**config.mk**
```make
export PLATFORM = sky130hd
export DESIGN_NAME = oors_sequencer
export DESIGN_NICKNAME = d
export VERILOG_FILES = /design/src/logic/oors_pkg.sv /design/src/logic/oors_sar.sv /design/src/logic/oors_sequencer.sv
export VERILOG_INCLUDE_DIRS = /design/src /design/src/logic
export SDC_FILE = /design/constraint.sdc
export NUM_CORES = 1
export LEC_CHECK = 0
export BUFFER_PORTS_ARGS = -buffer_cell sky130_fd_sc_hd__buf_2
export CAP_MARGIN = 20
export CORE_MARGIN = 2
export CORE_UTILIZATION = 54
export DETAILED_ROUTE_END_ITERATION = 6
export MAX_ROUTING_LAYER = met4
export PLACE_DENSITY = 0.79
export REMOVE_ABC_BUFFERS = 1
export SETUP_SLACK_MARGIN = 0.4
export SYNTH_ARGS = -nofsm -noshare
export SYNTH_HDL_FRONTEND = slang
export SYNTH_HIERARCHICAL = 1
export SYNTH_SLANG_ARGS = --single-unit
```
**constraint.sdc**
```tcl
create_clock -name mclk -period 17.75 [get_ports mclk]
set_input_delay 1.775 -clock mclk [delete_from_list [all_inputs] [get_ports mclk]]
set_output_delay 1.775 -clock mclk [all_outputs]
set_load 0.05 [all_outputs]
```
**src/logic/oors_regs.svh**
```systemverilog
// Sequencer constants: offsets, fields, resets, timing.
// Assumes a 40 MHz mclk.
//
// Contract
// - Peak-drop switch, enabled after reset.
// - Peak-drop step 1,2,3,5,6,9,12,15; default 1.
// - Drop rate per 4,2,1,0.5 symbols; default 4.
// - Gain-control switch, on after reset.
// - Preamble 1-4 bytes, default 2, wake-on-radio only.
// - 8-bit successive-approximation strength digitizer feeds demodulation.
// - 1 kHz oscillator clocks sleep timer, wakes device.
// - Duty-cycle sleep 3 to 134152192 ms.
// - Oscillator calibrated at power-up, then periodically, 1%.
// - One switch selects always-receive or duty-cycle.
// - Power-up releases reset, starts crystal, calibrates.
// - Power-up lasts 4 ms or 9.5 ms.
// - Oscillator and timer off in always-receive mode.
// - Sleep powers down everything but sleep timer.
// - Sleep 3 ms always-receive, configured in duty-cycle.
// - Crystal settling only in duty-cycle, after wake.
// - Tune synthesizer about 300 us, then receive.
// - Receive state drives demodulated data pin.
// - Duty-cycle receive lasts configured receive duration.
// - Duty-cycle repeats sleep, settle, tune, receive forever.
// - Always-receive sleeps 3 ms, tunes, receives forever.
// - Crystal wait 78,155,310,620,1240,2480 us.
// - Receive and extended durations 0.04 to 2683043 ms.
`ifndef OORS_REGS_SVH
`define OORS_REGS_SVH

// Clock rate
`define OORS_MCLK_HZ          40000000
`define OORS_CYC_PER_US       (`OORS_MCLK_HZ / 1000000)

// Register indices on the plain port
`define OORS_REG_CTRL         4'h0
`define OORS_REG_SLEEP        4'h1
`define OORS_REG_RXTIME       4'h2
`define OORS_REG_RXEXT        4'h3
`define OORS_REG_SYMBOL       4'h4
`define OORS_REG_STATUS       4'h5
`define OORS_REG_CMD          4'h6

// Control field positions
`define OORS_CTRL_DUTY        0
`define OORS_CTRL_DROP_EN     1
`define OORS_CTRL_AGC         2
`define OORS_CTRL_WOR         3
`define OORS_CTRL_PRE_LO      4
`define OORS_CTRL_STEP_LO     6
`define OORS_CTRL_RATE_LO     9
`define OORS_CTRL_XTAL_LO     11
`define OORS_CMD_RESTART      0

// Reset values
`define OORS_CTRL_RESET       32'h0000_1017
`define OORS_SLEEP_RESET      28'h000_0003
`define OORS_SLEEP_MIN_MS     28'h000_0003
`define OORS_RXTIME_RESET     28'h000_C350
`define OORS_RXEXT_RESET      28'h000_1388
`define OORS_SYMBOL_RESET     16'h411B

// Peak-drop steps packed one nibble per code, code 0 in the low nibble
`define OORS_DROP_STEPS       32'hFC96_5321

// Timing in printed units, cycles derived from the rate
`define OORS_POR_US           100
`define OORS_POR_CYC          (`OORS_POR_US * `OORS_CYC_PER_US)
`define OORS_PUP_ALWAYS_US    4000
`define OORS_PUP_ALWAYS_CYC   (`OORS_PUP_ALWAYS_US * `OORS_CYC_PER_US)
`define OORS_PUP_DUTY_US      9500
`define OORS_PUP_DUTY_CYC     (`OORS_PUP_DUTY_US * `OORS_CYC_PER_US)
`define OORS_SLEEP_FIX_US     3000
`define OORS_SLEEP_FIX_CYC    (`OORS_SLEEP_FIX_US * `OORS_CYC_PER_US)
`define OORS_TUNE_US          300
`define OORS_TUNE_CYC         (`OORS_TUNE_US * `OORS_CYC_PER_US)
`define OORS_RX_UNIT_US       40
`define OORS_RX_UNIT_CYC      (`OORS_RX_UNIT_US * `OORS_CYC_PER_US)
`define OORS_XTAL0_US         78
`define OORS_XTAL1_US         155
`define OORS_XTAL2_US         310
`define OORS_XTAL3_US         620
`define OORS_XTAL4_US         1240
`define OORS_XTAL5_US         2480

// Oscillator calibration: nominal period at 1 kHz and 1 percent window
`define OORS_LPO_NOM_CYC      (`OORS_MCLK_HZ / 1000)
`define OORS_LPO_TOL_CYC      (`OORS_LPO_NOM_CYC / 100)
`define OORS_CAL_EVERY_TICKS  1000
`define OORS_TRIM_RESET       8'h80

// Digitizer settle per bit: two synchroniser flops plus one
`define OORS_SAR_SETTLE_CYC   3

`endif

```
**src/logic/oors_pkg.sv**
```systemverilog
// Types of the OOK receiver operation sequencer.
// Assumes the constants header is included alongside where numbers are needed.
package oors_pkg;

  // Operating states of the sequencer
  typedef enum logic [2:0] {
    OORS_PUP   = 3'b000,
    OORS_SLEEP = 3'b001,
    OORS_XTAL  = 3'b010,
    OORS_TUNE  = 3'b011,
    OORS_RX    = 3'b100
  } oors_state_e;

endpackage

```
**src/logic/oors_sar.sv**
```systemverilog
// Eight-bit successive-approximation digitizer of the signal strength level.
// Assumes compIn is high while the level exceeds dacCode.
`include "oors_regs.svh"

module oors_sar (
  input  wire logic       mclk,
  input  wire logic       reset,
  input  wire logic       start,
  input  wire logic       compIn,
  output logic [7:0]      dacCode,
  output logic [7:0]      result,
  output logic            done,
  output logic            busy
);

  logic       compSync1;  // First synchroniser flop
  logic       compSync2;  // Comparator, safe to read
  logic [2:0] bitIdx;     // Bit under trial, MSB first
  logic [1:0] waitCnt;    // Settle wait per bit

  // Comparator crosses from the analog domain
  always_ff @(posedge mclk or posedge reset) begin
    if (reset) begin
      compSync1 <= 1'b0;
      compSync2 <= 1'b0;
    end else begin
      compSync1 <= compIn;
      compSync2 <= compSync1;
    end
  end

  // One trial bit per settle window
  always_ff @(posedge mclk or posedge reset) begin
    if (reset) begin
      busy    <= 1'b0;
      done    <= 1'b0;
      dacCode <= 8'h00;
      result  <= 8'h00;
      bitIdx  <= 3'h7;
      waitCnt <= 2'h0;
    end else begin
      done <= 1'b0;
      if (!busy) begin
        if (start) begin  // Begin with only the MSB set
          busy    <= 1'b1;
          bitIdx  <= 3'h7;
          waitCnt <= 2'h0;
          dacCode <= 8'h80;
        end
      end else if (waitCnt != 2'(`OORS_SAR_SETTLE_CYC - 1)) begin
        waitCnt <= waitCnt + 2'h1;
      end else begin
        waitCnt <= 2'h0;
        if (bitIdx == 3'h0) begin  // Last decision ends the conversion
          busy    <= 1'b0;
          done    <= 1'b1;
          result  <= {dacCode[7:1], compSync2};
          dacCode <= 8'h00;
        end else begin  // Keep or drop this bit, then trial the next
          dacCode[bitIdx]        <= compSync2;
          dacCode[bitIdx - 3'h1] <= 1'b1;
          bitIdx                 <= bitIdx - 3'h1;
        end
      end
    end
  end

endmodule

```
**src/logic/oors_sequencer.sv**
```systemverilog
// OOK receiver sequencer with its demodulator core.
// Assumes a 40 MHz mclk, a raw 1 kHz oscillator and an async comparator;
// extendHit comes from logic on mclk.
`include "oors_regs.svh"

module oors_sequencer #(
  parameter int unsigned PUP_ALWAYS_CYC = `OORS_PUP_ALWAYS_CYC,
  parameter int unsigned PUP_DUTY_CYC   = `OORS_PUP_DUTY_CYC,
  parameter int unsigned SLEEP_FIX_CYC  = `OORS_SLEEP_FIX_CYC,
  parameter int unsigned TUNE_CYC       = `OORS_TUNE_CYC,
  parameter int unsigned XTAL0_CYC      = `OORS_XTAL0_US * `OORS_CYC_PER_US,
  parameter int unsigned XTAL1_CYC      = `OORS_XTAL1_US * `OORS_CYC_PER_US,
  parameter int unsigned XTAL2_CYC      = `OORS_XTAL2_US * `OORS_CYC_PER_US,
  parameter int unsigned XTAL3_CYC      = `OORS_XTAL3_US * `OORS_CYC_PER_US,
  parameter int unsigned XTAL4_CYC      = `OORS_XTAL4_US * `OORS_CYC_PER_US,
  parameter int unsigned XTAL5_CYC      = `OORS_XTAL5_US * `OORS_CYC_PER_US,
  parameter int unsigned LPO_NOM_CYC    = `OORS_LPO_NOM_CYC
) (
  input  wire logic               mclk,
  input  wire logic               reset,
  input  wire logic [3:0]         regAddr,
  input  wire logic [31:0]        regWrData,
  input  wire logic               regWrite,
  input  wire logic               regRead,
  output logic [31:0]             regRdData,
  input  wire logic               lpOscIn,
  input  wire logic               compIn,
  input  wire logic               extendHit,
  output oors_pkg::oors_state_e   seqState,
  output logic                    porRelease,
  output logic                    xtalEn,
  output logic                    blocksPowered,
  output logic                    synthTune,
  output logic                    rxEn,
  output logic                    lpoEn,
  output logic [7:0]              lpoTrim,
  output logic                    agcEn,
  output logic [1:0]              preambleCode,
  output logic [7:0]              sarDac,
  output logic                    dataOut
);
  import oors_pkg::*;

  // Configuration registers
  logic [31:0] ctrl;        // Mode, switches and selects
  logic [27:0] sleepMs;     // Duty-cycle sleep in oscillator ticks
  logic [27:0] rxUnits;     // Receive time in 40 us units
  logic [27:0] rxExtUnits;  // Extended receive time in 40 us units
  logic [15:0] symCycles;   // Symbol period in mclk cycles
  logic        restartReq;  // Write pulse that re-runs power-up

  // Sequencer state
  oors_state_e state;
  logic        modeDuty;    // Mode latched at power-up entry
  logic [19:0] cycCnt;      // Cycles within the current state
  logic [27:0] unitCnt;     // Ticks or receive units within the state
  logic        extUsed;     // Extension granted in this receive window

  // Oscillator and calibration
  logic        lpoSync1;    // First synchroniser flop
  logic        lpoSync2;    // Oscillator level, safe to read
  logic        lpoPrev;     // Previous safe level for the edge
  logic        lpoTick;     // One tick per oscillator period
  logic        calRun;      // Measurement in progress
  logic        calArmed;    // First edge of a measurement seen
  logic        calDone;     // Oscillator inside its window
  logic [16:0] calCnt;      // Cycles of one oscillator period
  logic [9:0]  tickCnt;     // Ticks since the last calibration

  // Demodulator
  logic [7:0]  sample;      // Latest digitized strength level
  logic [7:0]  peak;        // Tracked peak level
  logic [17:0] dropCnt;     // Cycles toward the next peak drop
  logic        demodBit;    // Sliced data bit
  logic [7:0]  sarResult;
  logic        sarDone;
  logic        sarBusy;

  // Derived selects
  logic [27:0] sleepTarget;
  logic [27:0] rxTarget;
  logic [17:0] dropInterval;
  logic [19:0] xtalTarget;
  logic [19:0] pupTarget;

  // Crystal wait decode; codes above five take the longest wait
  function automatic logic [19:0] xtalCycles(input logic [2:0] sel);
    case (sel)
      3'h0:    xtalCycles = 20'(XTAL0_CYC);
      3'h1:    xtalCycles = 20'(XTAL1_CYC);
      3'h2:    xtalCycles = 20'(XTAL2_CYC);
      3'h3:    xtalCycles = 20'(XTAL3_CYC);
      3'h4:    xtalCycles = 20'(XTAL4_CYC);
      default: xtalCycles = 20'(XTAL5_CYC);
    endcase
  endfunction

  // Peak-drop step decode from the packed nibble table
  function automatic logic [7:0] dropStep(input logic [2:0] sel);
    logic [31:0] steps;
    steps    = `OORS_DROP_STEPS;
    dropStep = {4'h0, steps[{sel, 2'b00} +: 4]};
  endfunction

  // Register writes; configuration survives a restart
  always_ff @(posedge mclk or posedge reset) begin
    if (reset) begin
      ctrl       <= `OORS_CTRL_RESET;  // Peak drop and gain control on
      sleepMs    <= `OORS_SLEEP_RESET;
      rxUnits    <= `OORS_RXTIME_RESET;
      rxExtUnits <= `OORS_RXEXT_RESET;
      symCycles  <= `OORS_SYMBOL_RESET;
      restartReq <= 1'b0;
    end else begin
      restartReq <= 1'b0;
      if (regWrite) begin
        unique case (regAddr)
          `OORS_REG_CTRL:   ctrl       <= {18'h0_0000, regWrData[13:0]};
          `OORS_REG_SLEEP:  sleepMs    <= regWrData[27:0];
          `OORS_REG_RXTIME: rxUnits    <= regWrData[27:0];
          `OORS_REG_RXEXT:  rxExtUnits <= regWrData[27:0];
          `OORS_REG_SYMBOL: symCycles  <= regWrData[15:0];
          `OORS_REG_CMD:    restartReq <= regWrData[`OORS_CMD_RESTART];
          default:          ;  // Status and holes ignore writes
        endcase
      end
    end
  end

  // Read data stands only in the cycle after the strobe
  always_ff @(posedge mclk or posedge reset) begin
    if (reset) begin
      regRdData <= 32'h0000_0000;
    end else if (regRead) begin
      unique case (regAddr)
        `OORS_REG_CTRL:   regRdData <= ctrl;
        `OORS_REG_SLEEP:  regRdData <= {4'h0, sleepMs};
        `OORS_REG_RXTIME: regRdData <= {4'h0, rxUnits};
        `OORS_REG_RXEXT:  regRdData <= {4'h0, rxExtUnits};
        `OORS_REG_SYMBOL: regRdData <= {16'h0000, symCycles};
        `OORS_REG_STATUS: regRdData <= {8'h00, lpoTrim, sample, 3'h0, calDone, modeDuty, state};
        default:          regRdData <= 32'h0000_0000;  // Unmapped reads as zero
      endcase
    end else begin
      regRdData <= 32'h0000_0000;
    end
  end

  // Targets of the timed states
  assign sleepTarget = (sleepMs < `OORS_SLEEP_MIN_MS) ? `OORS_SLEEP_MIN_MS : sleepMs;
  assign rxTarget    = extUsed ? rxExtUnits : rxUnits;
  assign xtalTarget  = xtalCycles(ctrl[`OORS_CTRL_XTAL_LO +: 3]);
  assign pupTarget   = modeDuty ? 20'(PUP_DUTY_CYC) : 20'(PUP_ALWAYS_CYC);

  // State walk; restart re-enters power-up
  always_ff @(posedge mclk or posedge reset) begin
    if (reset) begin
      state    <= OORS_PUP;
      modeDuty <= 1'(`OORS_CTRL_RESET >> `OORS_CTRL_DUTY);
      cycCnt   <= 20'h0_0000;
      unitCnt  <= 28'h000_0000;
      extUsed  <= 1'b0;
    end else if (restartReq) begin
      state    <= OORS_PUP;
      modeDuty <= ctrl[`OORS_CTRL_DUTY];
      cycCnt   <= 20'h0_0000;
      unitCnt  <= 28'h000_0000;
      extUsed  <= 1'b0;
    end else begin
      unique case (state)
        OORS_PUP: begin  // Fixed length by mode, duty-cycle calibration runs inside
          if (cycCnt == pupTarget - 20'h0_0001) begin
            state  <= OORS_SLEEP;
            cycCnt <= 20'h0_0000;
          end else begin
            cycCnt <= cycCnt + 20'h0_0001;
          end
        end
        OORS_SLEEP: begin
          if (modeDuty) begin  // Sleep timer counts oscillator ticks
            if (lpoTick) begin
              if (unitCnt >= sleepTarget - 28'h000_0001) begin
                state   <= OORS_XTAL;  // Wake into crystal settling
                unitCnt <= 28'h000_0000;
              end else begin
                unitCnt <= unitCnt + 28'h000_0001;
              end
            end
          end else if (cycCnt == 20'(SLEEP_FIX_CYC - 1)) begin  // Fixed 3 ms
            state  <= OORS_TUNE;  // No crystal settling here
            cycCnt <= 20'h0_0000;
          end else begin
            cycCnt <= cycCnt + 20'h0_0001;
          end
        end
        OORS_XTAL: begin  // Crystal restarted, wait the selected time
          if (cycCnt >= xtalTarget - 20'h0_0001) begin
            state  <= OORS_TUNE;
            cycCnt <= 20'h0_0000;
          end else begin
            cycCnt <= cycCnt + 20'h0_0001;
          end
        end
        OORS_TUNE: begin  // Synthesizer settles, then receive
          if (cycCnt == 20'(TUNE_CYC - 1)) begin
            state   <= OORS_RX;
            cycCnt  <= 20'h0_0000;
            unitCnt <= 28'h000_0000;
            extUsed <= 1'b0;
          end else begin
            cycCnt <= cycCnt + 20'h0_0001;
          end
        end
        OORS_RX: begin
          if (modeDuty) begin  // Timed window in 40 us units
            if (ctrl[`OORS_CTRL_WOR] && extendHit && !extUsed) begin
              extUsed <= 1'b1;  // One extension restarts the window
              unitCnt <= 28'h000_0000;
              cycCnt  <= 20'h0_0000;
            end else if (cycCnt == 20'(`OORS_RX_UNIT_CYC - 1)) begin
              cycCnt <= 20'h0_0000;
              if (unitCnt >= rxTarget - 28'h000_0001) begin
                state   <= OORS_SLEEP;  // Cycle repeats
                unitCnt <= 28'h000_0000;
              end else begin
                unitCnt <= unitCnt + 28'h000_0001;
              end
            end else begin
              cycCnt <= cycCnt + 20'h0_0001;
            end
          end
          // Always-receive mode stays here until reset or a restart command
        end
        default: begin  // Illegal codes recover through power-up
          state  <= OORS_PUP;
          cycCnt <= 20'h0_0000;
        end
      endcase
    end
  end

  // Oscillator sync; edge from the second flop
  always_ff @(posedge mclk or posedge reset) begin
    if (reset) begin
      lpoSync1 <= 1'b0;
      lpoSync2 <= 1'b0;
      lpoPrev  <= 1'b0;
    end else begin
      lpoSync1 <= lpOscIn;
      lpoSync2 <= lpoSync1;
      lpoPrev  <= lpoSync2;
    end
  end

  assign lpoTick = lpoSync2 & ~lpoPrev & modeDuty;  // Ticks only while enabled

  // Period measured; trim until within 1 percent
  always_ff @(posedge mclk or posedge reset) begin
    if (reset) begin
      calRun   <= 1'b0;
      calArmed <= 1'b0;
      calDone  <= 1'b0;
      calCnt   <= 17'h0_0000;
      tickCnt  <= 10'h000;
      lpoTrim  <= `OORS_TRIM_RESET;
    end else if (restartReq || !modeDuty) begin
      calRun   <= 1'b0;  // Always-receive keeps it idle
      calArmed <= 1'b0;
      calDone  <= 1'b0;
      calCnt   <= 17'h0_0000;
      tickCnt  <= 10'h000;
    end else begin
      if (lpoTick && !calRun) begin
        tickCnt <= tickCnt + 10'h001;
      end
      if (!calRun) begin  // Start at power-up and at every interval
        if ((state == OORS_PUP && !calDone) ||
            (lpoTick && tickCnt == 10'(`OORS_CAL_EVERY_TICKS - 1))) begin
          calRun   <= 1'b1;
          calArmed <= 1'b0;
          tickCnt  <= 10'h000;
        end
      end else if (!calArmed) begin
        if (lpoTick) begin
          calArmed <= 1'b1;
          calCnt   <= 17'h0_0000;
        end
      end else if (lpoTick) begin  // Period ends; judge it
        calCnt <= 17'h0_0000;
        if (calCnt > 17'(LPO_NOM_CYC + `OORS_LPO_TOL_CYC)) begin
          lpoTrim <= (lpoTrim == 8'hFF) ? lpoTrim : lpoTrim + 8'h01;  // Slow, speed up
        end else if (calCnt < 17'(LPO_NOM_CYC - `OORS_LPO_TOL_CYC)) begin
          lpoTrim <= (lpoTrim == 8'h00) ? lpoTrim : lpoTrim - 8'h01;  // Fast, slow down
        end else begin
          calRun  <= 1'b0;
          calDone <= 1'b1;
        end
      end else if (calCnt != 17'h1_FFFF) begin
        calCnt <= calCnt + 17'h0_0001;  // Saturates if the oscillator stalls
      end
    end
  end

  // Digitizer runs back to back while receiving
  oors_sar u_sar (
    .mclk    (mclk),
    .reset   (reset),
    .start   (state == OORS_RX && !sarBusy),
    .compIn  (compIn),
    .dacCode (sarDac),
    .result  (sarResult),
    .done    (sarDone),
    .busy    (sarBusy)
  );

  // Drop interval from the symbol period and rate select
  always_comb begin
    unique case (ctrl[`OORS_CTRL_RATE_LO +: 2])
      2'h0: dropInterval = {symCycles, 2'b00};
      2'h1: dropInterval = {1'b0, symCycles, 1'b0};
      2'h2: dropInterval = {2'b00, symCycles};
      2'h3: dropInterval = {3'b000, symCycles[15:1]};
    endcase
  end

  // Peak tracking; a higher sample beats a drop
  always_ff @(posedge mclk or posedge reset) begin
    if (reset) begin
      sample   <= 8'h00;
      peak     <= 8'h00;
      dropCnt  <= 18'h0_0000;
      demodBit <= 1'b0;
    end else if (state != OORS_RX) begin
      peak     <= 8'h00;  // Fresh peak per receive window
      dropCnt  <= 18'h0_0000;
      demodBit <= 1'b0;
    end else begin
      if (dropCnt >= dropInterval - 18'h0_0001) begin
        dropCnt <= 18'h0_0000;
      end else begin
        dropCnt <= dropCnt + 18'h0_0001;
      end
      if (sarDone) begin
        sample   <= sarResult;
        demodBit <= (sarResult >= {1'b0, peak[7:1]}) && (sarResult != 8'h00);
      end
      if (sarDone && sarResult > peak) begin
        peak <= sarResult;
      end else if (ctrl[`OORS_CTRL_DROP_EN] && dropCnt >= dropInterval - 18'h0_0001) begin
        // Step table
        peak <= (peak > dropStep(ctrl[`OORS_CTRL_STEP_LO +: 3])) ?
                peak - dropStep(ctrl[`OORS_CTRL_STEP_LO +: 3]) : 8'h00;
      end
    end
  end

  // Outputs registered, one cycle behind the state
  always_ff @(posedge mclk or posedge reset) begin
    if (reset) begin
      seqState      <= OORS_PUP;
      porRelease    <= 1'b0;
      xtalEn        <= 1'b0;
      blocksPowered <= 1'b0;
      synthTune     <= 1'b0;
      rxEn          <= 1'b0;
      lpoEn         <= 1'b0;
      agcEn         <= 1'b0;
      preambleCode  <= 2'h0;
      dataOut       <= 1'b0;
    end else begin
      seqState      <= state;
      porRelease    <= (state != OORS_PUP) || (cycCnt >= 20'(`OORS_POR_CYC));
      xtalEn        <= (state == OORS_PUP) ? (cycCnt >= 20'(`OORS_POR_CYC))
                                           : (state != OORS_SLEEP);
      blocksPowered <= (state != OORS_SLEEP);  // Only the sleep timer stays up
      synthTune     <= (state == OORS_TUNE);
      rxEn          <= (state == OORS_RX);
      lpoEn         <= modeDuty;
      agcEn         <= ctrl[`OORS_CTRL_AGC] && (state != OORS_SLEEP);
      preambleCode  <= ctrl[`OORS_CTRL_WOR] ? ctrl[`OORS_CTRL_PRE_LO +: 2] : 2'h1;
      dataOut       <= (state == OORS_RX) && demodBit;
    end
  end

endmodule

```
==> key figures, run 1 <==
Timing
  – Tmin final: 6.419 ns
  – Final setup violation count: 0
  – Hold Violations, Final: 0
  – Slew Viols, Final: 0
  – Final period util: 36.17%
  – RSZ-0062 raised after global routing: no
  – Slew at the pin with the worst max-slew slack: 1.113 ns
  – Maximum clock frequency: 155.8 MHz
  – Slew HR: 25.01%
  – Setup_tns: 0 ns
  – Worst Clk Skew: 0.02297 ns

Die
  – Die Wd: 193.4 um
  – Top Ports: roughly 100
  – Die area: 37,400 um2
  – Core area: around 35,000 um2
  – Die H: roughly 190 um
  – Num rows: 69
  – Initial Util: 54.59%

Global routing
  – Initial antenna violation count: 8
  – GRT Total Usage: 28.47%
  – Largest net degree at the start of global routing: 135
  – Total grt overflow: 0
  – First-pass GRT wire length: 84,220 um
  – Vias in the first global route: 15,830

Setup path
  – Crit path kind: flop to flop
  – Worst EP arrival: 6.84 ns
  – Element type at the critical path start: flop
  – Crit-path max FO: between 40 and 50
  – Crit end category: flop
  – WP data required: 18.17 ns

Power
  – Clock Power Share: 34.5%
  – Power Internal: ~1.4 mW
  – VDD IR max: 87.53 uV
  – Pwr Density: approximately 98 nW/um2
  – Net Switching: 0.6763 mW
  – Combinational share of power: 21.6%
  – Net Sw Frac: 32.35%
  – Seq pwr share: 43.9%
  – P_leak: around 9.4 nW

Place
  – Placed cell count: 2,450
  – Hpwl dp: ~37,000 um
  – I/O Buffers: 95
  – Routability-driven placement congestion ratio: 0.9333

Logic synthesis
  – Syn. warnings: 6
  – EDFF count, synth: 0
  – Seq/Total Area, Yosys: approximately two fifths
  – Yosys reg bits: 310
  – Syn_area_per_cell: a little under 10 um2
  – Synth cell types: 97
  – Post-synthesis cell area: 19,370 um2
  – Most used flip-flop cell after synthesis: dfrtp_1
  – Synth async-reset ratio: 100.0%
  – Synthesized instance count: 1,960

Detailed routing
  – Via density per instance: 6.286
  – Max Used Layer: met4
  – Metal-1 WL: 21,760 um
  – Via Count: ~16,000
  – Final wirelength: around 52,000 um
  – Met3 routed wirelength: 3966 um
  – Met2 wire len: 24,540 um
  – DR WL/cell: between 20 and 25 um
  – DRC: 0
  – Initial DRC count: 1,256
  – Drt first pass iters: 5
  – Antenna Nets Post-Route: 0

Clock network
  – Num CTS Buffers: 36
  – Post-CTS Setup Inserts: 0
  – Sink Count: 310
  – Clk pin slew, worst setup/hold paths: 0.06 ns
  – CTS max path bufs: 3
  – H-tree depth: 2
  – Worst-Skew Late Latency: 0.55 ns
  – CTS tree: done
  – Hold buffers post-CTS: 0
  – CTS Root Cell: clkbuf_16
  – Post-cts resize count: 0

Run
  – Max-cap violations: 0

Cells and area
  – Commonest non-fill, non-tap cell in the layout: dfrtp_1
  – Nets: between 2,000 and 2,500
  – Filler Cells Inserted: just under 3,000
  – Synth-to-Final Area Change: 10.57%
  – Share of layout cells above drive strength 1: about a fifth
  – Commonest cells after routing, fill and taps aside: dfrtp_1 (280), nor2_1 (176), mux2_2 (134)
  – Non-filler instance count after layout: ~2,500

Worst hold path
  – Hold WC Path Type: flop to flop

Status
  – Status: finished clean
==> cell type report <==
cell class,count,area (um2),area share (%)
tap,461,576.8,2.693
timing repair buffer,117,661.9,3.090
multi-input combinational,1510,11010,51.40
sequential,310,7795,36.40
clock inverter,16,163.9,0.7653
clock buffer,47,972.2,4.539
antenna,8,20.02,0.09347
inverter,56,217.7,1.017
==> critical path, stage by stage, from the launching register on <==
cell      delay, ns
dfrtp_2        0.35
buf_4          0.53
mux2i_4        0.39
ha_1           0.25
o211ai_1       0.18
or4_1          0.67
or2_1          0.32
or3_1          0.40
nor2_1         0.14
xor2_1         0.16
mux2i_1        0.10
ha_1           0.33
nand4_1        0.14
or4_1          0.59
o211ai_1       0.40
nor3_1         0.12
nor4b_1        0.63
nand2_1        0.18
a221o_1        0.38
==> sequential cells by signal, indices dropped and copies added, names as in the netlist, 10 cells and up <==
name / count
symCycles: 16
regRdData: 28
calCnt: 17
cycCnt: 20
dropCnt: 18
ctrl: 14
rxExtUnits: 28
tickCnt: 10
unitCnt: 28
sleepMs: 28
rxUnits: 28
==> per-stage QoR <==
step | cell area [um2] | worst slack (ns) | total power [mW] | hold WS, ns | utilization [%]
after CTS | 21350 | 11.09 | 2.092 | 0.3570 | 60.18
after global routing | 21420 | 10.97 | 2.195 | 0.3692 | 60.36
after global placement | 20190 | 11.30 | 1.337 | 0.3326 | 56.91
final | 21420 | 11.33 | 2.091 | 0.3517 | 60.36
after floorplan | 18990 | 8.154 | 1.224 | 0.3312 | -
after detailed placement | 20220 | 11.08 | 1.364 | 0.3373 | 56.98
==> metal layers <==
layer  vias up  global-route usage (%)
li1       7320                       -
met1      7843                   36.78
met2       597                   44.85
met3       113                   4.934
met4         0                   11.03
met5         -                       -
==> cell usage after synthesis (14+ instances only) <==
library cell | n | share of area, %
mux2i_1 | 44 | 2.3
a21o_1 | 31 | 1.2
nand4_1 | 39 | 1.3
nor3_1 | 54 | 1.4
dfstp_2 | 29 | 3.9
inv_1 | 55 | 1.1
nor4_1 | 23 | 0.74
nand2_1 | 132 | 2.6
a22o_1 | 14 | 0.63
and3_1 | 20 | 0.65
ha_1 | 131 | 8.5
nor2_1 | 176 | 3.4
o21ai_0 | 95 | 2.5
a21oi_1 | 92 | 2.4
xnor2_1 | 66 | 3.0
nand3_1 | 67 | 1.7
clkbuf_1 | 68 | 1.3
xor2_1 | 59 | 2.7
a31oi_1 | 23 | 0.74
a22oi_1 | 63 | 2.4
mux2_2 | 134 | 7.8
dfrtp_1 | 281 | 36
nand2b_1 | 17 | 0.55
nor2b_1 | 21 | 0.68
or3_1 | 20 | 0.65
==> power groups by stage <==
| stage | Combinational [mW] | Clock [mW] | Sequential [mW] |
|---|---|---|---|
| after global placement | 0.421 | 0 | 0.916 |
| after CTS | 0.447 | 0.732 | 0.912 |
| after floorplan | 0.334 | 0 | 0.890 |
| after global routing | 0.503 | 0.764 | 0.928 |
| final | 0.451 | 0.722 | 0.918 |
| after detailed placement | 0.441 | 0 | 0.922 |
==> cells by family (layout without fill, tap and decap cells) <==
logic type               count (synthesis)  count (layout)  share of synthesized area (%)
other                                    2              15                        0.03877
buffers and inverters                  145             236                          3.139
multiplexers                           191             191                          11.25
AO/OA/AOI/OAI                          399             399                          13.65
flip-flops                             310             310                          40.24
XOR/XNOR                               125             125                          5.652
AND/OR/NAND/NOR                        655             655                          17.37
adder cells (fa/ha/maj)                133             133                          8.669
==> worst paths after layout <==
| kind | from | endpoint | slack (ns) | cells after the start |
|---|---|---|---|---|
| worst max-delay path | extUsed | state[0] | 11.33 | 18 |
| worst min-delay path | u_sar/compSync1 | u_sar/compSync2 | 0.35 | 0 |
| worst max register to register | extUsed | state[0] | 11.33 | 18 |
| worst min register to register | u_sar/compSync1 | u_sar/compSync2 | 0.35 | 0 |
| max in group asynchronous | reset | sleepMs[21] | 14.78 | 3 |
| min in group asynchronous | reset | xtalEn | 1.43 | 2 |
(Power assumes the default switching activity.)
==> inputs of run 2 (changes only) <==
==> constraint.sdc (replaced) <==
create_clock -name mclk -period 6 [get_ports mclk]
set_input_delay 0.6 -clock mclk [delete_from_list [all_inputs] [get_ports mclk]]
set_output_delay 0.6 -clock mclk [all_outputs]
set_load 0.05 [all_outputs]
==> run 2 against run 1 <==
Net effect: die area stayed put; setup slack worse by 11 ns; clock skew is 0.0034 ns lower; global-route usage hardly changed; wire length is 0.89% higher; via count is 0.74% higher; fmax is 19% higher; non-clock buffer count is 12 higher; cell area is 1.1% higher; first-iteration DRC count is 25% higher; register-to-register slack worse by 11 ns; sequential cell count stayed put; critical path type unchanged; highest routed layer unchanged.
==> key figures, run 2 (same netlist as run 1, synthesis figures left out) <==
Status
  – Status: finished clean

Clock network
  – H-tree depth: 2
  – Sink Count: 310
  – CTS max path bufs: 3
  – CTS tree: done
  – CTS Root Cell: clkbuf_16
  – Clk pin slew, worst setup/hold paths: 0.06 ns
  – Worst-Skew Late Latency: 0.54 ns
  – Hold buffers post-CTS: 0
  – Num CTS Buffers: 36

Timing
  – Final WS setup: slightly below 0.6 ns
  – Slew at the pin with the worst max-slew slack: 1.104 ns
  – Hold Violations, Final: 0
  – Maximum clock frequency: 185.0 MHz
  – Slew HR: a little over a quarter
  – Slew Viols, Final: 0
  – RSZ-0062 raised after global routing: no
  – Final setup violation count: 0
  – Final period util: 90.10%
  – Tmin final: 5.406 ns
  – Worst Clk Skew: 0.01958 ns

Setup path
  – Crit end category: flop
  – Max stage delay on crit path: approximately 0.6 ns
  – CP startpoint: extUsed
  – Crit-path max FO: 14
  – Worst EP arrival: 5.82 ns
  – CP Cell Sequence: buf_12, mux2i_2, o21ai_2, or2_4, or3_4, or4_4, a2111oi_4, xor2_1, ha_1, nand4_1, or4_4, o211ai_1, buf_4, nor4_2, buf_4, nor2_4, buf_6, o21ai_0, a22o_1
  – CP max-delay cell: or4_4
  – Top delay family on crit path: simple AND/OR/NAND/NOR gates
  – Element type at the critical path start: flop
  – CP Buf/Inv Count: 4
  – WP data required: approximately 6.4 ns
  – Worst R2R Start: extUsed
  – Crit path kind: flop to flop

Power
  – Power, Total: 6.247 mW
  – VDD IR max: 231.9 uV
  – P_leak: 9.496 nW
  – Pwr Density: 288.5 nW/um2

Cells and area
  – Filler Cells Inserted: 2,834
  – Nets: roughly 2,200
  – Commonest cells after routing, fill and taps aside: dfrtp_1 (279), nor2_1 (174), mux2_2 (134)
  – Commonest non-fill, non-tap cell in the layout: dfrtp_1
  – Synth-to-Final Area Change: 11.81%
  – Share of layout cells above drive strength 1: 20.42%
  – Design area: 21,660 um2
  – Non-filler instance count after layout: 2,542

Place
  – Placement-stage worst setup slack: 0.1570 ns
  – I/O Buffers: 95
  – Routability-driven placement congestion ratio: roughly 0.94
  – Hpwl dp: 37,370 um
  – Placed cell count: 2,459
  – Placed cell areas: 20,290 um2

Worst hold path
  – Hold WC Path Type: primary input to async pin

Detailed routing
  – Antenna Nets Post-Route: 0
  – Via density per instance: about 6.3
  – Initial DRC count: 1,566
  – Drt first pass iters: 6
  – DRC: 0
  – Via Count: 15,990
  – DR WL/cell: 20.64 um
  – Final wirelength: 52,470 um

Global routing
  – GR Util met1: a little under two fifths
  – GR peak layer: met2
  – First-pass GRT wire length: around 84,000 um
  – M2 GR Usage: between 40 and 50%
  – GR Layer Usage met3: 4.655%
  – Largest net degree at the start of global routing: ~190
  – Vias in the first global route: 15,470
  – GRT Total Usage: between 20% and 30%
  – Initial antenna violation count: 9
  – Total grt overflow: 0

Die
  – Top Ports: 104
  – Core area: 35,480 um2
  – Die Wd: 193.4 um
  – Num rows: between 60 and 70
  – Initial Util: 54.59%
  – Die H: 193.4 um
  – Die area: 37,400 um2

Run
  – Max-cap violations: 0
==> run 2: power by group <==
| group | switching, mW | total (mW) | leakage (nW) | internal, mW |
|---|---|---|---|---|
| logic | 0.744 | 1.36 | 4.89 | 0.617 |
| clock network | 0.891 | 2.18 | 0.575 | 1.29 |
| registers | 0.367 | 2.71 | 4.03 | 2.34 |
| total | 2.00 | 6.25 | 9.50 | 4.25 |
==> run 2: worst paths after layout <==
path / end / slack, ns / cells after the start
min in group mclk: u_sar/compSync1 / 0.17 / 1
max reg2reg: unitCnt[12] / 0.59 / 19
max in group asynchronous: ctrl[10] / 4.17 / 3
min reg2reg: lpoSync2 / 0.35 / 0
max: unitCnt[12] / 0.59 / 19
min: u_sar/waitCnt[0] / 0.01 / 2
==> run 2: area by class of cell <==
type	count	area [um2]	area share, %
Inverter	56	217.7	1.005
Sequential cell	310	7796	36.00
Clock inverter	16	148.9	0.6875
Clock buffer	50	1025	4.731
Tap cell	461	576.8	2.663
Multi-Input combinational cell	1510	11090	51.19
Antenna cell	10	25.02	0.1155
Timing Repair Buffer	129	782.0	3.611
==> run 2: per-layer routing <==
metal / vias up / share of wire, %
met5: - / 0
met4: 0 / 3.1
met3: 114 / 7.1
met2: 637 / 47
met1: 7903 / 43
li1: 7337 / -
==> run 2: through the flow <==
| stage | hold slack (ns) | util (%) | TNS, ns |
|---|---|---|---|
| 6_report | 0.01360 | 61.04 | 0 |
| 5_1_grt | 0.005622 | 61.02 | 0 |
| 4_1_cts | 0.1645 | 60.59 | 0 |
| 3_5_place_dp | 0.3416 | 57.19 | 0 |
| 3_3_place_gp | 0.3325 | 57.14 | 0 |
| 2_1_floorplan | 0.3312 | - | -642.26 |
==> run 2: repair_timing <==
action,in CTS,in global routing
setup buffers,1,3
pin swaps,1,1
setup endpoints to repair,16,32
cloned,1,0
resized for setup,6,19
==> run 2: worst register-to-register path, cell delays in order (launching register included) <==
cell and delay [ns]:
dfrtp_2 0.52, buf_12 0.20, mux2i_2 0.30, o21ai_2 0.12, or2_4 0.26, or3_4 0.42, or4_4 0.61, a2111oi_4 0.35
xor2_1 0.13, ha_1 0.31, nand4_1 0.18, or4_4 0.60, o211ai_1 0.19, buf_4 0.16, nor4_2 0.05, buf_4 0.19
nor2_4 0.17, buf_6 0.18, o21ai_0 0.10, a22o_1 0.26
==> inputs of run 3 (changes only) <==
--- a/config.mk
+++ b/config.mk
@@ -9,10 +9,10 @@
 export BUFFER_PORTS_ARGS = -buffer_cell sky130_fd_sc_hd__buf_2
 export CAP_MARGIN = 20
 export CORE_MARGIN = 2
-export CORE_UTILIZATION = 54
+export CORE_UTILIZATION = 30
 export DETAILED_ROUTE_END_ITERATION = 6
 export MAX_ROUTING_LAYER = met4
-export PLACE_DENSITY = 0.79
+export PLACE_DENSITY = 0.52
 export REMOVE_ABC_BUFFERS = 1
 export SETUP_SLACK_MARGIN = 0.4
 export SYNTH_ARGS = -nofsm -noshare
==> run 3 against run 2 <==
Net effect: clock power grew 13%; wire length increased by 8.5%; fmax down 0.79%; non-clock buffer count up 7; largest power group unchanged.
==> key figures, run 3 (same netlist as run 1, synthesis figures left out) <==
Status
  – Status: finished clean

Timing
  – Tmin final: 5.449 ns
  – Worst Clk Skew: 0.02541 ns
  – Final setup violation count: 0
  – Maximum clock frequency: 183.5 MHz
  – RSZ-0062 raised after global routing: yes
  – Final WS setup: 0.5512 ns
  – Slew at the pin with the worst max-slew slack: between 1 and 1.5 ns
  – Final period util: 90.81%
  – Slew HR: 30.78%
  – Slew Viols, Final: 0
  – Hold Violations, Final: 0

Setup path
  – Crit path kind: flop to flop
  – Top cell by count, worst path: or4_4
  – Element type at the critical path start: flop
  – CP Cell Sequence: buf_6, nor3b_2, o21ai_2, o21bai_4, or2_4, or3_4, or4_4, a2111oi_4, xor2_1, ha_1, nand4_1, or4_4, nor2_1, o31a_1, nor4_2, nor2_2, clkbuf_4, o21ai_0, a22o_1
  – Worst EP arrival: 5.89 ns
  – Max stage delay on crit path: roughly 0.60 ns
  – WP data required: 6.44 ns
  – Crit-path max FO: 7
  – CP max-delay cell: or4_4
  – Crit end category: flop
  – Worst R2R Setup Slack: 0.55 ns

Global routing
  – First-pass GRT wire length: 88,720 um
  – Vias in the first global route: around 15,000
  – M2 GR Usage: a little over a quarter
  – Total grt overflow: 0
  – GR Layer Usage met3: 3.514%
  – Initial antenna violation count: 11
  – GRT Total Usage: 17.39%
  – Largest net degree at the start of global routing: between 150 and 200
  – GR peak layer: met2
  – GR Util met1: 23.47%

Clock network
  – Worst-Skew Late Latency: ~0.56 ns
  – Clk pin slew, worst setup/hold paths: 0.06 ns
  – CTS max path bufs: 3
  – CTS Root Cell: clkbuf_16
  – Num CTS Buffers: 38
  – Sink Count: 310
  – H-tree depth: 2
  – Hold buffers post-CTS: 0
  – CTS tree: done

Detailed routing
  – Initial DRC count: 1,112
  – Via density per instance: 5.288
  – DRC: 0
  – Drt first pass iters: 7
  – Antenna Nets Post-Route: 0
  – DR WL/cell: around 19 um
  – Via Count: 15,570
  – Final wirelength: 56,920 um

Die
  – Die area: roughly 67,000 um2
  – Die H: 258.1 um
  – Die Wd: between 200 and 300 um
  – Core area: 64,120 um2
  – Num rows: 93
  – Initial Util: a little under a third
  – Top Ports: between 100 and 150

Power
  – P_leak: 9.620 nW
  – Clock Power Share: around 38%
  – Combinational share of power: 20.9%
  – Power Internal: 4.453 mW
  – Net Sw Frac: roughly a third
  – Pwr Density: 291.7 nW/um2
  – Seq pwr share: 41.5%
  – VDD IR max: between 150 and 200 uV
  – Net Switching: 2.072 mW

Run
  – Max-cap violations: 0

Cells and area
  – Filler Cells Inserted: 6,450
  – Commonest non-fill, non-tap cell in the layout: dfrtp_1
  – Nets: 2,228
  – Synth-to-Final Area Change: 15.48%
  – Share of layout cells above drive strength 1: 20.75%
  – Non-filler instance count after layout: 2,944
  – Commonest cells after routing, fill and taps aside: dfrtp_1 (280), nor2_1 (173), mux2_2 (134)

Worst hold path
  – Hold WC Path Type: primary input to async pin

Place
  – Placement-stage worst setup slack: 0.07916 ns
  – Placed cell count: 2,856
  – Hpwl dp: roughly 40,000 um
  – I/O Buffers: 95
  – Routability-driven placement congestion ratio: slightly above 0.9
run 3: cell types whose count changed in the layout (fill, tap and decap cells not counted), moves of 3 or more:
cell / change
buf_4: +6
clkbuf_1: -3
clkbuf_16: +3
clkbuf_8: +5
diode_2: -3
inv_6: -3
run 3: cell type report:
class | instances | area (um2) | area share, %
Inverter | 56 | 217.7 | 0.9733
Tap cell | 855 | 1070 | 4.783
Multi-Input combinational cell | 1510 | 11070 | 49.47
Clock inverter | 16 | 215.2 | 0.9621
Timing Repair Buffer | 136 | 854.6 | 3.821
Sequential cell | 310 | 7795 | 34.85
Clock buffer | 54 | 1132 | 5.062
Antenna cell | 7 | 17.52 | 0.07831
run 3: repair_timing:
action                                  4_1_cts  5_1_grt
buffers inserted                              1        6
cloned                                        0        3
endpoints found under the setup margin       16       31
gates resized for setup                       1       15
pin swaps                                     1        4
run 3: path summary, 6_finish.rpt:
kind | start | cells after the start | to
max in group asynchronous | reset | 3 | calCnt[8]
max reg2reg | extUsed | 19 | unitCnt[8]
max | extUsed | 19 | unitCnt[8]
min reg2reg | lpoSync1 | 0 | lpoSync2
min in group mclk | compIn | 1 | u_sar/compSync1
min | reset | 2 | seqState[2]
run 3: routing by layer:
layer | wire [um] | vias to the layer above
met5 | 0 | -
met4 | 1491 | 0
met3 | 3428 | 106
met2 | 25390 | 431
met1 | 26610 | 7647
li1 | - | 7383
run 3: power groups by stage:
| stage | clock [mW] | combinational (mW) | sequential, mW |
|---|---|---|---|
| after CTS | 2.53 | 1.36 | 2.69 |
| final | 2.46 | 1.36 | 2.70 |
| after global placement | 0 | 1.31 | 2.72 |
| after global routing | 2.63 | 1.53 | 2.74 |
| after floorplan | 0 | 0.987 | 2.63 |
| after detailed placement | 0 | 1.35 | 2.73 |
run 3: worst max-delay path: cells and delay by family, from the launching register on:
| family | cells | cell delay [ns] |
|---|---|---|
| and+or+nand+nor | 9 | 2.80 |
| AOI/OAI and AO/OA | 6 | 1.17 |
| DFF | 1 | 0.49 |
| buffers and inverters | 2 | 0.42 |
| adders and majority gates | 1 | 0.31 |
| xor gates and xnor gates | 1 | 0.14 |
run 3: metrics by stage:
| stage | hold slack [ns] | setup TNS, ns | power (mW) | utilization [%] | area (um2) |
|---|---|---|---|---|---|
| 5_1_grt | 0.1301 | 0 | 6.895 | 34.88 | 22370 |
| 3_3_place_gp | 0.3356 | 0 | 4.022 | 32.46 | 20810 |
| 4_1_cts | 0.1234 | 0 | 6.580 | 34.60 | 22180 |
| 2_1_floorplan | 0.3312 | -642.26 | 3.620 | - | 18990 |
| 3_5_place_dp | 0.3396 | 0 | 4.072 | 32.48 | 20820 |
| 6_report | 0.1578 | 0 | 6.524 | 34.89 | 22370 |
